--- config.mk ---
export PLATFORM = sky130hd
export DESIGN_NAME = wdt_core
export DESIGN_NICKNAME = d
export VERILOG_FILES = /design/src/wdt_pkg.sv /design/src/wdt_core.sv
export SDC_FILE = /design/constraint.sdc
export NUM_CORES = 1
export LEC_CHECK = 0
export BUFFER_PORTS_ARGS = -buffer_cell sky130_fd_sc_hd__buf_2
export CORE_MARGIN = 2
export CORE_UTILIZATION = 55
export CTS_CLUSTER_DIAMETER = 40
export CTS_CLUSTER_SIZE = 20
export DETAILED_ROUTE_END_ITERATION = 8
export PLACE_DENSITY_LB_ADDON = 0.2
export SLEW_MARGIN = 40
export SYNTH_ARGS = -nofsm -noshare
export SYNTH_HDL_FRONTEND = slang
export SYNTH_SLANG_ARGS = --single-unit
--- constraint.sdc ---
create_clock -name clock -period 6.1 [get_ports clock]
set_input_delay 0.305 -clock clock [delete_from_list [all_inputs] [get_ports clock]]
set_output_delay 0.305 -clock clock [all_outputs]
set_load 0.01 [all_outputs]
--- src/wdt_pkg.sv ---
package wdt_pkg;

	// Register addresses on the plain register port.
	localparam logic [7:0] ADDR_WATCHDOG_CONTROL = 8'h00;
	localparam logic [7:0] ADDR_CLOCK_CONTROL    = 8'h01;
	localparam logic [7:0] ADDR_EXT_IRQ_ENABLE   = 8'h02;
	localparam logic [7:0] ADDR_POWER_MGMT       = 8'h03;
	localparam logic [7:0] ADDR_EXT_IRQ_FLAG     = 8'h04;
	localparam logic [7:0] ADDR_TIMED_ACCESS     = 8'h05;

	// Bit positions in the watchdog control register.
	localparam int BIT_RESTART     = 0;
	localparam int BIT_RESET_EN    = 1;
	localparam int BIT_RESET_FLAG  = 2;
	localparam int BIT_IRQ_FLAG    = 3;
	localparam int BIT_POR_FLAG    = 6;
	// Other bit positions.
	localparam int BIT_TIMEOUT_LO  = 6;
	localparam int BIT_IRQ_ENABLE  = 4;
	// The ratio bit sits apart from the divide field so that reads show both intact.
	localparam int BIT_RATIO       = 3;
	localparam int BIT_MULT_EN     = 4;
	localparam int BIT_DIV_LO      = 6;
	localparam int BIT_RING_SEL    = 1;
	localparam int BIT_RING_ACTIVE = 3;

	// Reset values.
	localparam logic [1:0] DIVIDE_RESET  = 2'h2;
	localparam logic [1:0] TIMEOUT_RESET = 2'h0;

	// Timed-access unlock pair and its window in clocks.
	localparam logic [7:0] TA_KEY1   = 8'haa;
	localparam logic [7:0] TA_KEY2   = 8'h55;
	localparam logic [1:0] TA_WINDOW = 2'h3;

	// Timing counts.
	localparam logic [9:0]  RESET_DELAY_CLKS = 10'h200;
	localparam logic [16:0] STARTUP_CLKS     = 17'h10000;
	localparam logic [2:0]  EXIT_RESET_CLKS  = 3'h3;

	// Register port request.
	typedef struct packed {
		logic [7:0] addr;
		logic [7:0] wdata;
		logic       wr;
		logic       rd;
	} wdt_bus_req_t;

	typedef enum logic [2:0] {
		ST_RUN     = 3'b001,
		ST_GRACE   = 3'b010,
		ST_RESET   = 3'b100
	} wdt_state_t;

endpackage : wdt_pkg

--- src/wdt_core.sv ---
// Notes on behaviour
// - Any reset returns divide field to 10b and timeout select to shortest.
// - Reset timeout fires exactly 512 clocks after interrupt timeout.
// - Timeout select multiplies base count by 1, 8, 64 or 512.
// - Watchdog reset occurs only while reset-enable bit is set.
// - Writing one to restart bit clears the count for a full interval.
// - Without resets or restarts, interrupt timeouts repeat periodically.
// - Interrupt flag sets whenever interrupt timeout expires.
// - Reset flag sets after a watchdog reset has happened.
// - Interrupt request is forwarded only when irq enable bit is one.
// - Watchdog counts crystal clocks always, never the ring oscillator.
// - Startup counter counts 65,536 crystal clocks after power-up or stop exit.
// - Enabling the multiplier imposes a watchdog-timed startup delay; here the crystal startup counter times it.
// - Restart, reset-enable, irq flag and power-on flag need timed access.
// - Reset pin is driven high while any internal reset is asserted.
// - Pin high holds reset; exit within 4 clocks of release; start at 0000h.
// - Reset in stop mode restarts oscillator with 65,536 clock delay.
// - Ring select runs system from ring during warm-up after stop exit, else execution waits.
// - Status shows ring or crystal; divide field locked at 10b on ring.
// - Watchdog runs in idle; enabled watchdog interrupt wakes from idle.
`timescale 1ns/1ps
module wdt_core
	import wdt_pkg::*;
#(
	parameter int unsigned CNT_W = 37
) (
	// Clock and asynchronous reset.
	input  wire logic        clock,
	input  wire logic        nrst,
	// Register port.
	input  wire logic [7:0]  reg_addr,
	input  wire logic [7:0]  reg_wdata,
	input  wire logic        reg_wr,
	input  wire logic        reg_rd,
	output logic      [7:0]  reg_rdata,
	// Reset pin, split into its three signals.
	input  wire logic        rst_pin_in,
	output logic             rst_pin_out,
	output logic             rst_pin_oe,
	// Other internal reset sources and power state.
	input  wire logic        power_fail,
	input  wire logic        internal_reset,
	input  wire logic        stop_mode,
	input  wire logic        idle_mode,
	input  wire logic        crystal_enable_tick,
	// Outputs to the core.
	output logic             system_reset,
	output logic             watchdog_irq,
	output logic             idle_wake,
	output logic             ring_clock_select,
	output logic             execution_hold,
	output logic [15:0]      reset_vector
);

	// All state of the block.
	typedef struct packed {
		wdt_state_t  st;
		logic [CNT_W-1:0] cnt;
		logic [9:0]  grace;
		logic [16:0] startup;
		logic        warming;
		logic        ring_active;
		logic        ring_sel;
		logic        reset_en;
		logic        irq_flag;
		logic        reset_flag;
		logic        por_flag;
		logic        irq_enable;
		logic [1:0]  timeout_sel;
		logic [1:0]  divide;
		logic        ratio;
		logic        mult_en;
		logic [1:0]  ta_win;
		logic        ta_open;
		logic        ta_key1_seen;
		logic [2:0]  exit_cnt;
		logic        ext_hold;
		logic        was_stopped;
		logic [7:0]  rdata;
	} wdt_state_s_t;

	wdt_state_s_t cur;
	wdt_state_s_t next_s;

	logic [CNT_W-1:0] limit;
	logic             wd_reset_fire;
	logic             any_int_reset;
	logic             pin_reset;

	// The interrupt timeout limit comes from divide, ratio and select.
	always_comb begin
		unique case (cur.divide)
			2'h0:    limit = cur.ratio ? (CNT_W'(1) << 15) : (CNT_W'(1) << 16);
			2'h3:    limit = CNT_W'(1) << 27;
			default: limit = CNT_W'(1) << 17;
		endcase
		limit = limit << (3 * cur.timeout_sel);
	end

	// Reset requests from outside and from the watchdog.
	assign pin_reset     = rst_pin_in & ~rst_pin_oe;
	assign wd_reset_fire = (cur.st == ST_GRACE) && (cur.grace == RESET_DELAY_CLKS - 10'h1)
		&& cur.reset_en;
	assign any_int_reset = power_fail | internal_reset | (cur.st == ST_RESET);

	// Next-state logic for the whole block.
	always_comb begin
		logic prot_ok;
		logic wd_write;
		prot_ok  = 1'b0;
		wd_write = 1'b0;
		next_s   = cur;
		next_s.rdata = 8'h00;
		prot_ok  = cur.ta_open;
		wd_write = reg_wr && reg_addr == ADDR_WATCHDOG_CONTROL;

		// Timed access: two keys, then a short window for one protected write.
		if (cur.ta_win != 2'h0) begin
			next_s.ta_win = cur.ta_win - 2'h1;
		end else begin
			next_s.ta_open      = 1'b0;
			next_s.ta_key1_seen = 1'b0;
		end
		if (reg_wr && reg_addr == ADDR_TIMED_ACCESS) begin
			if (reg_wdata == TA_KEY1) begin
				next_s.ta_key1_seen = 1'b1;
				next_s.ta_open      = 1'b0;
				next_s.ta_win       = TA_WINDOW;
			end else if (reg_wdata == TA_KEY2 && cur.ta_key1_seen) begin
				next_s.ta_open = 1'b1;
				next_s.ta_win  = TA_WINDOW;
			end
		end

		// The counter always runs on the crystal-derived clock, idle included.
		next_s.cnt = cur.cnt + CNT_W'(1);
		unique case (cur.st)
			ST_RUN: begin
				if (cur.cnt >= limit - CNT_W'(1)) begin
					next_s.irq_flag = 1'b1;
					next_s.cnt      = '0;
					next_s.st       = ST_GRACE;
					next_s.grace    = '0;
				end
			end
			ST_GRACE: begin
				next_s.grace = cur.grace + 10'h1;
				if (wd_reset_fire) begin
					next_s.st = ST_RESET;
				end else if (cur.grace == RESET_DELAY_CLKS - 10'h1) begin
					next_s.st = ST_RUN;
				end
			end
			ST_RESET: begin
				next_s.st         = ST_RUN;
				next_s.reset_flag = 1'b1;
				next_s.cnt        = '0;
			end
			default: next_s.st = ST_RUN;
		endcase

		// Watchdog control writes; protected bits need the unlock.
		if (wd_write) begin
			if (prot_ok) begin
				next_s.reset_en = reg_wdata[BIT_RESET_EN];
				next_s.irq_flag = reg_wdata[BIT_IRQ_FLAG] | next_s.irq_flag & ~cur.irq_flag;
				next_s.por_flag = reg_wdata[BIT_POR_FLAG];
				if (reg_wdata[BIT_RESTART]) begin
					next_s.cnt   = '0;
					next_s.grace = '0;
					next_s.st    = ST_RUN;
				end
				next_s.ta_open = 1'b0;
			end
			// The reset flag is unprotected; a new watchdog reset wins over a clear.
			next_s.reset_flag = reg_wdata[BIT_RESET_FLAG] | (cur.st == ST_RESET);
		end

		// Plain registers.
		if (reg_wr && reg_addr == ADDR_CLOCK_CONTROL) begin
			next_s.timeout_sel = reg_wdata[BIT_TIMEOUT_LO +: 2];
		end
		if (reg_wr && reg_addr == ADDR_EXT_IRQ_ENABLE) begin
			next_s.irq_enable = reg_wdata[BIT_IRQ_ENABLE];
		end
		if (reg_wr && reg_addr == ADDR_POWER_MGMT) begin
			if (!cur.ring_active) begin
				next_s.divide = reg_wdata[BIT_DIV_LO +: 2];
			end
			next_s.ratio = reg_wdata[BIT_RATIO];
			if (reg_wdata[BIT_MULT_EN] && !cur.mult_en) begin
				next_s.warming = 1'b1;
				next_s.startup = '0;
			end
			next_s.mult_en = reg_wdata[BIT_MULT_EN];
		end
		if (reg_wr && reg_addr == ADDR_EXT_IRQ_FLAG) begin
			next_s.ring_sel = reg_wdata[BIT_RING_SEL];
		end

		// Crystal startup counter, restarted on each stop exit.
		next_s.was_stopped = stop_mode;
		if (cur.was_stopped && !stop_mode) begin
			next_s.warming     = 1'b1;
			next_s.startup     = '0;
			next_s.ring_active = cur.ring_sel;
		end else if (cur.warming && crystal_enable_tick) begin
			next_s.startup = cur.startup + 17'h1;
			if (cur.startup == STARTUP_CLKS - 17'h1) begin
				next_s.warming     = 1'b0;
				next_s.ring_active = 1'b0;
			end
		end
		if (cur.ring_active || next_s.ring_active) begin
			next_s.divide = DIVIDE_RESET;
		end

		// Exit from reset counts a few clocks after the pin drops.
		if (pin_reset || any_int_reset) begin
			next_s.exit_cnt = EXIT_RESET_CLKS;
			next_s.ext_hold = 1'b1;
		end else if (cur.exit_cnt != 3'h0) begin
			next_s.exit_cnt = cur.exit_cnt - 3'h1;
		end else begin
			next_s.ext_hold = 1'b0;
		end

		// Any reset returns the divide field and timeout select to their defaults.
		if (pin_reset || power_fail || internal_reset) begin
			next_s.timeout_sel = TIMEOUT_RESET;
			next_s.divide      = DIVIDE_RESET;
			next_s.cnt         = '0;
			next_s.st          = ST_RUN;
			next_s.reset_en    = 1'b0;
			next_s.irq_enable  = 1'b0;
		end else if (cur.st == ST_RESET) begin
			next_s.timeout_sel = TIMEOUT_RESET;
			next_s.divide      = DIVIDE_RESET;
			next_s.reset_en    = 1'b0;
			next_s.irq_enable  = 1'b0;
		end

		// Read data stands the cycle after the read strobe.
		if (reg_rd) begin
			unique case (reg_addr)
				ADDR_WATCHDOG_CONTROL: begin
					next_s.rdata[BIT_RESTART]    = 1'b0;
					next_s.rdata[BIT_RESET_EN]   = cur.reset_en;
					next_s.rdata[BIT_RESET_FLAG] = cur.reset_flag;
					next_s.rdata[BIT_IRQ_FLAG]   = cur.irq_flag;
					next_s.rdata[BIT_POR_FLAG]   = cur.por_flag;
				end
				ADDR_CLOCK_CONTROL:  next_s.rdata[BIT_TIMEOUT_LO +: 2] = cur.timeout_sel;
				ADDR_EXT_IRQ_ENABLE: next_s.rdata[BIT_IRQ_ENABLE] = cur.irq_enable;
				ADDR_POWER_MGMT: begin
					next_s.rdata[BIT_DIV_LO +: 2] = cur.divide;
					next_s.rdata[BIT_RATIO]       = cur.ratio;
					next_s.rdata[BIT_MULT_EN]     = cur.mult_en;
				end
				ADDR_EXT_IRQ_FLAG: begin
					next_s.rdata[BIT_RING_SEL]    = cur.ring_sel;
					next_s.rdata[BIT_RING_ACTIVE] = cur.ring_active;
				end
				default: next_s.rdata = 8'h00;
			endcase
		end
	end

	// Register the whole state; power-on marks the power-on flag and warm-up.
	always_ff @(posedge clock or negedge nrst) begin
		if (!nrst) begin
			cur             <= '0;
			cur.st          <= ST_RUN;
			cur.divide      <= DIVIDE_RESET;
			cur.timeout_sel <= TIMEOUT_RESET;
			cur.por_flag    <= 1'b1;
			cur.warming     <= 1'b1;
			cur.ext_hold    <= 1'b1;
			cur.exit_cnt    <= EXIT_RESET_CLKS;
		end else begin
			cur <= next_s;
		end
	end

	// Outputs. Driving the pin can fail against an RC network; that is tolerated.
	assign rst_pin_out       = 1'b1;
	assign rst_pin_oe        = any_int_reset;
	assign system_reset      = cur.ext_hold;
	assign watchdog_irq      = cur.irq_flag & cur.irq_enable;
	assign idle_wake         = idle_mode & watchdog_irq;
	assign ring_clock_select = cur.ring_active;
	assign execution_hold    = cur.warming & ~cur.ring_active;
	assign reset_vector      = 16'h0000;
	assign reg_rdata         = cur.rdata;

endmodule : wdt_core

==> results.json, run 1 <==
{
  "worst-path-max-fanout": 37,
  "worst_hold_slack_ps": 81.5,
  "period_share_pct": 89.4,
  "grt_pass1_wl_mm": 23.6,
  "firstDrtPassIters": 5,
  "initial_utilization_pct": 55.9,
  "h-tree-depth": 3,
  "cap_viol_max_count": 0,
  "required_ps": 6360,
  "synth_fa_ha_area_share_pct": 6.52,
  "ys_ff_latch": 96,
  "synth-xor-area-share_pct": 6.09,
  "maxSlewHeadroom_pct": 44.9,
  "synthTopCellsByArea": "dfrtp_1 35%, ha_1 6.5%, nor2_1 5.9%, nand2_1 4.6%, xor2_1 3.6%",
  "antenna_found_initial": 0,
  "diodes": 0,
  "synthArstFlopShare_pct": 100,
  "area.growth.synth_to_final_pct": 7.17,
  "setup_tns_ps": 0,
  "synth-edff-count": 0,
  "drt-vias-per-instance": 5.87,
  "numPortBuffers": 37,
  "power_density_nw_per_um2": 188,
  "clock-sinks": 96,
  "synthDistinctLibCells": 75,
  "max_freq_ghz": 0.183,
  "synth_top_family_by_area": "simple AND/OR/NAND/NOR gates",
  "skew_ps": 8.12,
  "outcome": "finished, final reports clean",
  "layout-drive-gt1-share_pct": 11.4,
  "numCtsBuffers": 9,
  "die_h_um": 111,
  "fp-row-count": 39,
  "fill_cells": 1008,
  "cts_tree": "built",
  "yosysTopAreaCellShare_pct": 35.2,
  "grt_pass1_vias": 5124,
  "crit_type": "flop to flop",
  "critPathCaptureType": "flop",
  "core_um2": 11300,
  "ys_seq_area_share_pct": 38.1,
  "drc": 0,
  "post_drt_wl_per_cell_um": 15.3,
  "rsz0062_at_grt": "false",
  "yosys.area_share.simple_pct": 26.7,
  "yosys_warnings": 0,
  "slew_violations": 0,
  "die_w_um": 111,
  "hold_viol_final": 0,
  "syn_area_per_cell_um2": 8.64,
  "wirelength_mm": 13.8,
  "grt_use_total_pct": 23.0,
  "overflow": 0,
  "grt_max_degree": 52,
  "ios": 57,
  "cts_buffer_depth": 2,
  "cts_resized": 0,
  "hold_class": "primary input to flop",
  "dieArea_um2": 12400,
  "cts_root_buf": "clkbuf_16",
  "globalplace.congestion": 0.866,
  "p_leak_nw": 3.03,
  "synthFlopType": "dfrtp_1",
  "synthCells": 733,
  "synth_compound_area_share_pct": 14.7,
  "crit_arrival_ps": 5720,
  "synth_area_um2": 6330,
  "min_period_ps": 5450,
  "muxShareOfSynthArea_pct": 1.98,
  "setup_viol": 0,
  "cp-start-kind": "flop",
  "fin_nets": 815,
  "drt_iter0_drc": 434,
  "worstMarginPinSlew_ps": 820,
  "vdd_drop_max_mv": 0.188,
  "clkLatencyLatePin_ps": 350,
  "vias": 5305,
  "clk_pin_slew_ps": 70,
  "drtAntennaViolNets": 0,
  "hpwl_mm": 10.2,
  "synth.largest_area_cell": "dfrtp_1"
}
[cells in the final DEF, fill, tap and decap left out, types with 5 or more instances in the layout]
cell,instances
a211oi_1,5
a21oi_1,39
a22oi_1,9
a31oi_1,13
and2_1,8
and3_1,20
and4_1,11
buf_2,36
clkbuf_16,9
conb_1,19
dfrtp_1,89
dfstp_2,7
ha_1,33
inv_1,18
mux2i_1,8
nand2_1,77
nand2b_1,8
nand3_1,34
nand4_1,16
nor2_1,99
nor2b_1,11
nor3_1,11
o21ai_0,43
o31ai_1,6
or2_2,5
or3_1,5
xnor2_1,18
xor2_1,26
[path summary, 6_finish.rpt]
| kind | depth (start not counted) | start | slack, ps | endpoint |
|---|---|---|---|---|
| max | 18 | cur[20] | 650 | cur[80] |
| min | 1 | stop_mode | 80 | cur[8] |
| max reg2reg | 18 | cur[20] | 650 | cur[80] |
| min reg2reg | 2 | cur[24] | 470 | cur[24] |
| max in group asynchronous | 3 | nrst | 4550 | cur[51] |
| min in group asynchronous | 2 | nrst | 490 | cur[83] |
[cells in the mapped netlist (all sizes together) (5+ instances only)]
library cell,number
ha,33
nor3,12
nand2,78
nor3b,5
buf,33
nand2b,8
nand3,35
nor2b,11
xnor2,18
or2,6
a22oi,9
inv,18
or3,5
and3,20
o31ai,6
clkbuf,13
and2,8
o21ai,46
a31oi,13
nand4,16
dfrtp,89
xor2,26
a21oi,40
mux2i,8
nor2,99
dfstp,7
and4,11
a211oi,5
[final cells by class]
class	count	area, um2	share of cell area [%]
well taps	143	179	2.64
clock inverters	6	51.3	0.756
clock buffers	10	239	3.52
repair buffers	41	220	3.24
flip-flops and latches	96	2410	35.5
multi-input cells	589	3610	53.3
inverters	19	71.3	1.05
[stage by stage]
| stage | instances | instance area, um2 | setup slack [ps] | power (mW) | utilization (%) |
|---|---|---|---|---|---|
| final | 904 | 6790 | 648 | 1.28 | 59.9 |
| after global placement | 887 | 6490 | 1040 | 0.739 | 57.3 |
| after CTS | 904 | 6790 | 657 | 1.29 | 59.9 |
| after global routing | 904 | 6790 | 106 | 1.33 | 59.9 |
| after detailed placement | 887 | 6490 | 714 | 0.742 | 57.3 |
| after floorplan | 750 | 6400 | 1760 | 0.715 | - |
[worst max-delay path, stage by stage (launching register included)]
cell	delay, ps
dfstp_2	540
inv_1	60
ha_1	470
nor2b_1	170
nand4_1	130
or3_1	140
ha_1	380
o311ai_0	350
a21oi_1	420
nand3_1	150
xor2_1	170
ha_1	320
nand4_1	150
nor3_1	90
a221oi_1	280
o211ai_1	170
o21ai_1	580
nand3_4	510
nor2_1	270
[cells by family after synthesis]
group                    after synthesis
AO/OA/AOI/OAI                        150
multiplexers                          12
buffers and inverters                 65
adder cells (fa/ha/maj)               33
AND/OR/NAND/NOR                      331
other                                  2
XOR/XNOR                              44
flip-flops                            96
[routing by layer]
metal	track usage, %	wire, um	vias to the layer above
li1	-	-	2614
met1	31.4	6540	2574
met2	38.0	6570	101
met3	3.39	484	16
met4	7.74	218	0
met5	0	0	-
[power breakdown]
group	switching (mW)	leakage [nW]	total [mW]	internal (mW)
Combinational	0.0507	1.63	0.0741	0.0234
Sequential	0.00974	1.25	0.657	0.647
Clock	0.252	0.145	0.546	0.294
[registers in the layout, summed over array words and instances (netlist names)]
name               count
cur                   88
reg_rdata              6
ring_clock_select      1
system_reset           1
[what timing repair did]
action	4_1_cts	5_1_grt
hold endpoints to repair	44	0
buffers inserted	0	0
hold buffers	1	0
No activity file was read; power rests on OpenSTA's default activity.
==> run 2, diff against run 1 <==
--- a/config.mk
+++ b/config.mk
@@ -11,7 +11,9 @@
 export CTS_CLUSTER_DIAMETER = 40
 export CTS_CLUSTER_SIZE = 20
 export DETAILED_ROUTE_END_ITERATION = 8
-export PLACE_DENSITY_LB_ADDON = 0.2
+export PLACE_DENSITY = 0.75
+export RECOVER_POWER = 100
+export SKIP_LAST_GASP = 1
 export SLEW_MARGIN = 40
 export SYNTH_ARGS = -nofsm -noshare
 export SYNTH_HDL_FRONTEND = slang
==> results.json, run 2 (synthesized netlist as in run 1, its figures left out) <==
{
  "min_period_ps": 5400,
  "topRoutingLayerUsed": "met4",
  "cp-endpoint": "cur[68]",
  "globalplace.congestion": 0.907,
  "rsz0062_at_grt": "false",
  "vias": 5303,
  "vdd_drop_max_mv": 0.259,
  "place_inst": 885,
  "p_clk_share_pct": 43.4,
  "fin_nets": 813,
  "numCtsBuffers": 9,
  "period_share_pct": 88.5,
  "p_sw_mw": 0.328,
  "startpoint": "cur[21]",
  "power_density_nw_per_um2": 191,
  "grt_use_total_pct": 22.8,
  "layout-drive-gt1-share_pct": 8.43,
  "p_comb_share_pct": 5.6,
  "clock-sinks": 96,
  "core_um2": 11300,
  "regToRegSetupSlack_ps": 700,
  "finalNonFillerCells": 902,
  "worstReg2RegStart": "cur[21]",
  "fill_cells": 1005,
  "grt_pass1_wl_mm": 23.6,
  "drc": 0,
  "cts_buffer_depth": 2,
  "worst-path-max-fanout": 37,
  "critPathCaptureType": "flop",
  "met3_length_um": 598,
  "maxSlewHeadroom_pct": -72.1,
  "clk_pin_slew_ps": 70,
  "worst_r2r_path_depth": 18,
  "setup_viol": 0,
  "min_path_cells": 1,
  "failed_checks": "capacitance limit, slew limit",
  "worstReg2RegEnd": "cur[68]",
  "antenna_found_initial": 0,
  "clkLatencyLatePin_ps": 360,
  "p_int_mw": 0.958,
  "area.growth.synth_to_final_pct": 6.13,
  "outcome": "finished with violations",
  "post_drt_wl_per_cell_um": 15.3,
  "final_cell_mix": "99 x nor2_1, 89 x dfrtp_1, 77 x nand2_1",
  "dieArea_um2": 12400,
  "crit_arrival_ps": 5670,
  "diodes": 0,
  "largest_register_ffs": 88,
  "grt_pass1_vias": 5150,
  "die_h_um": 111,
  "grt_max_degree": 50,
  "die_w_um": 111,
  "ios": 57,
  "drt_iter0_drc": 548,
  "cts_root_buf": "clkbuf_16",
  "hold_viol_final": 0,
  "initial_utilization_pct": 55.9,
  "p_leak_nw": 2.95,
  "sw_frac_of_total_pct": 25.5,
  "fp-row-count": 39,
  "hpwl_mm": 10.2,
  "dr_wl_met2_mm": 6.63,
  "cp-start-kind": "flop",
  "cap_viol_max_count": 2,
  "cts_setup_buffers": 0,
  "skew_ps": 9.53,
  "worstMarginPinSlew_ps": 2580,
  "wirelength_mm": 13.8,
  "seqPwrFrac_pct": 51.0,
  "m1WireLength_mm": 6.38,
  "crit_type": "flop to flop",
  "hold_class": "primary input to flop",
  "drtAntennaViolNets": 0,
  "numPortBuffers": 37,
  "cts_tree": "built",
  "top_register": "cur",
  "required_ps": 6370,
  "final_common_cell": "nor2_1",
  "drt-vias-per-instance": 5.88,
  "setup_tns_ps": 0,
  "slew_violations": 99,
  "h-tree-depth": 3,
  "overflow": 0,
  "firstDrtPassIters": 8,
  "max_freq_ghz": 0.185
}
run 2: changes by cell type in the layout (fill, tap and decap cells not counted), sizes merged:
cell / delta
buf: -15
clkbuf: +12
inv: +2
clkinv: -1
run 2: area by class of cell:
type                            count  area [um2]  area share, %
Clock inverter                      7        68.8           1.02
Multi-Input combinational cell    589        3580           53.3
Inverter                           19        71.3           1.06
Tap cell                          143         179           2.66
Timing Repair Buffer               39         184           2.74
Sequential cell                    96        2410           35.9
Clock buffer                        9         225           3.35
run 2: worst min-delay path by stage:
| stage | start | end | slack (ps) |
|---|---|---|---|
| finish | stop_mode | cur[8] | 90 |
| CTS | stop_mode | cur[8] | 70 |
| global route | stop_mode | cur[8] | 90 |
| global placement | nrst | cur[82] | 350 |
| floorplan | nrst | cur[12] | 9 |
| detailed placement | nrst | cur[81] | 360 |
run 2: per-layer routing:
layer  track usage (%)  up-vias
met5                 0        -
met4              7.00        0
met3              4.59       19
met2              37.7      122
met1              30.5     2559
li1                  -     2603
run 2: what timing repair did:
item / 4_1_cts / 5_1_grt
endpoints found under the setup margin: 0 / 37
hold endpoints to repair: 43 / 0
gates resized for setup: 0 / 1
hold buffers: 1 / 0
run 2: stage by stage:
stage | util (%) | worst slack, ps | power, mW | instance area, um2 | hold WS [ps]
floorplan | - | 1760 | 0.715 | 6400 | 9.41
detailed placement | 57.2 | 534 | 0.743 | 6470 | 356
CTS | 59.8 | 452 | 1.30 | 6780 | 70.2
finish | 59.4 | 702 | 1.29 | 6720 | 85.1
global route | 59.4 | 134 | 1.33 | 6720 | 93.7
global placement | 57.2 | 843 | 0.739 | 6470 | 348
run 2: power groups by stage:
stage          clock network [mW]  logic, mW  registers [mW]
2_1_floorplan                   0     0.0495           0.666
4_1_cts                     0.570     0.0755           0.656
3_3_place_gp                    0     0.0716           0.667
3_5_place_dp                    0     0.0745           0.668
6_report                    0.558     0.0715           0.656
5_1_grt                     0.592     0.0823           0.657
run 2: critical path, cell delays in order (launching register included):
cell	delay (ps)
dfrtp_1	640
inv_1	230
ha_1	600
nor2b_1	310
nand2_1	80
or3_1	350
ha_1	310
o311ai_0	230
a21oi_1	230
nand3_1	140
xor2_1	160
ha_1	280
nand4_1	160
nor3_1	100
a221oi_1	270
o211ai_1	170
o21ai_2	380
nand3_4	410
nor2_1	240
==> run 3, diff against run 2 <==
==> constraint.sdc (replaced) <==
create_clock -name clock -period 5.3 [get_ports clock]
set_input_delay 0.265 -clock clock [delete_from_list [all_inputs] [get_ports clock]]
set_output_delay 0.265 -clock clock [all_outputs]
set_load 0.01 [all_outputs]
==> results.json, run 3 (synthesized netlist as in run 1, its figures left out) <==
{
  "cts_setup_buffers": 0,
  "setup_viol": 0,
  "setup_tns_ps": 0,
  "critPathCaptureType": "flop",
  "cts_tree": "built",
  "critPathMaxStageDelay_ps": 550,
  "max_freq_ghz": 0.206,
  "worst_hold_slack_ps": 53.7,
  "worstMarginPinSlew_ps": 2770,
  "drt_iter0_drc": 577,
  "drt-vias-per-instance": 5.94,
  "failed_checks": "capacitance limit, slew limit",
  "grt_pass1_wl_mm": 24.0,
  "h-tree-depth": 3,
  "cp_cell_sequence": "inv_1 > ha_1 > nor2b_1 > nand4_1 > or3_1 > ha_1 > or3_1 > a21oi_1 > a21oi_1 > ha_1 > nand2_1 > o21ai_0 > a221oi_1 > o211ai_1 > o21ai_1 > buf_4 > nand3_4 > nor2_1",
  "grt_max_degree": 51,
  "ios": 57,
  "crit_arrival_ps": 5130,
  "cts_buffer_depth": 2,
  "register_area_um2": 2410,
  "post_drt_wl_per_cell_um": 15.8,
  "clkLatencyLatePin_ps": 360,
  "p_int_mw": 1.14,
  "path_common_cell": "ha_1",
  "numPortBuffers": 37,
  "final_cell_mix": "99 x nor2_1, 89 x dfrtp_1, 77 x nand2_1",
  "top_register": "cur",
  "fin_nets": 818,
  "numCtsBuffers": 9,
  "area.growth.synth_to_final_pct": 6.97,
  "maxSlewHeadroom_pct": -84.5,
  "cap_viol_max_count": 1,
  "outcome": "finished with violations",
  "dieArea_um2": 12400,
  "crit_type": "flop to flop",
  "antenna_found_initial": 0,
  "drc": 0,
  "largest_register_ffs": 88,
  "p_leak_nw": 2.98,
  "cp_slowest_cell": "dfstp_1",
  "period_share_pct": 91.7,
  "fp-row-count": 39,
  "cp-start-kind": "flop",
  "fill_cells": 995,
  "initial_utilization_pct": 55.9,
  "final_common_cell": "nor2_1",
  "grt_pass1_vias": 5062,
  "clock-sinks": 96,
  "drtAntennaViolNets": 0,
  "hold_viol_final": 0,
  "hold_class": "primary input to flop",
  "vias": 5392,
  "overflow": 0,
  "hpwl_mm": 10.2,
  "seqPwrFrac_pct": 50.4,
  "rsz0062_at_grt": "false",
  "min_period_ps": 4860,
  "cts_root_buf": "clkbuf_16",
  "layout-drive-gt1-share_pct": 8.90,
  "wirelength_mm": 14.3,
  "slew_violations": 51,
  "required_ps": 5570,
  "p_comb_share_pct": 5.7,
  "firstDrtPassIters": 8,
  "worst-path-max-fanout": 19,
  "power_density_nw_per_um2": 221,
  "vdd_drop_max_mv": 0.192,
  "die_h_um": 111,
  "p_sw_mw": 0.360,
  "sw_frac_of_total_pct": 24.0,
  "globalplace.congestion": 0.897,
  "skew_ps": 7.83,
  "diodes": 0,
  "multiInputGateArea_um2": 3600,
  "power_mw": 1.50,
  "grt_use_total_pct": 23.5,
  "core_um2": 11300,
  "p_clk_share_pct": 43.9,
  "clk_pin_slew_ps": 70,
  "die_w_um": 111
}
==> run 3: critical path, delay by kind of cell (launching register included) <==
family	cells	cell delay, ps
fa+ha+maj	3	1030
compound gates	6	1070
flops	1	550
simple gates	7	1820
buf+inv	2	280
==> run 3: power groups by stage <==
stage / clock (mW) / sequential, mW / combinational, mW
final: 0.659 / 0.755 / 0.0848
after global placement: 0 / 0.768 / 0.0826
after CTS: 0.670 / 0.755 / 0.0872
after floorplan: 0 / 0.766 / 0.0570
after detailed placement: 0 / 0.769 / 0.0857
after global routing: 0.698 / 0.757 / 0.0959
==> run 3: through the flow <==
stage	instances	util (%)	cell area, um2	worst slack, ps
global route	907	59.8	6770	20.2
global placement	889	57.4	6500	648
CTS	906	60.2	6810	251
detailed placement	889	57.4	6500	287
floorplan	750	-	6400	964
finish	907	59.8	6770	442
==> run 3: routing by layer <==
metal | track usage (%) | vias to the layer above | part of all wire [%]
met5 | 0 | - | 0
met4 | 8.81 | 0 | 1.8
met3 | 4.26 | 19 | 4.5
met2 | 37.5 | 143 | 48
met1 | 32.2 | 2599 | 46
li1 | - | 2631 | -
==> run 3: final cells by class <==
| cell class | instances | share of cell area [%] |
|---|---|---|
| clock buffer | 10 | 3.38 |
| sequential | 96 | 35.6 |
| tap | 143 | 2.64 |
| timing repair buffer | 43 | 3.18 |
| inverter | 19 | 1.05 |
| multi-input combinational | 590 | 53.1 |
| clock inverter | 6 | 1.03 |
==> run 3: worst paths after layout <==
kind                       endpoint  cells after the start  slack (ps)  startpoint
setup / recovery            cur[63]                     18         440     cur[20]
hold / removal               cur[8]                      1          50   stop_mode
setup reg to reg            cur[63]                     18         440     cur[20]
hold reg to reg             cur[24]                      2         460     cur[24]
max in group asynchronous   cur[15]                      3        1670        nrst
min in group asynchronous   cur[83]                      2        1340        nrst
==> run 3: what timing repair did <==
action | in CTS | in global routing
resized for setup | 0 | 3
endpoints found under the setup margin | 0 | 39
hold buffers | 1 | 0
hold endpoints to repair | 48 | 0
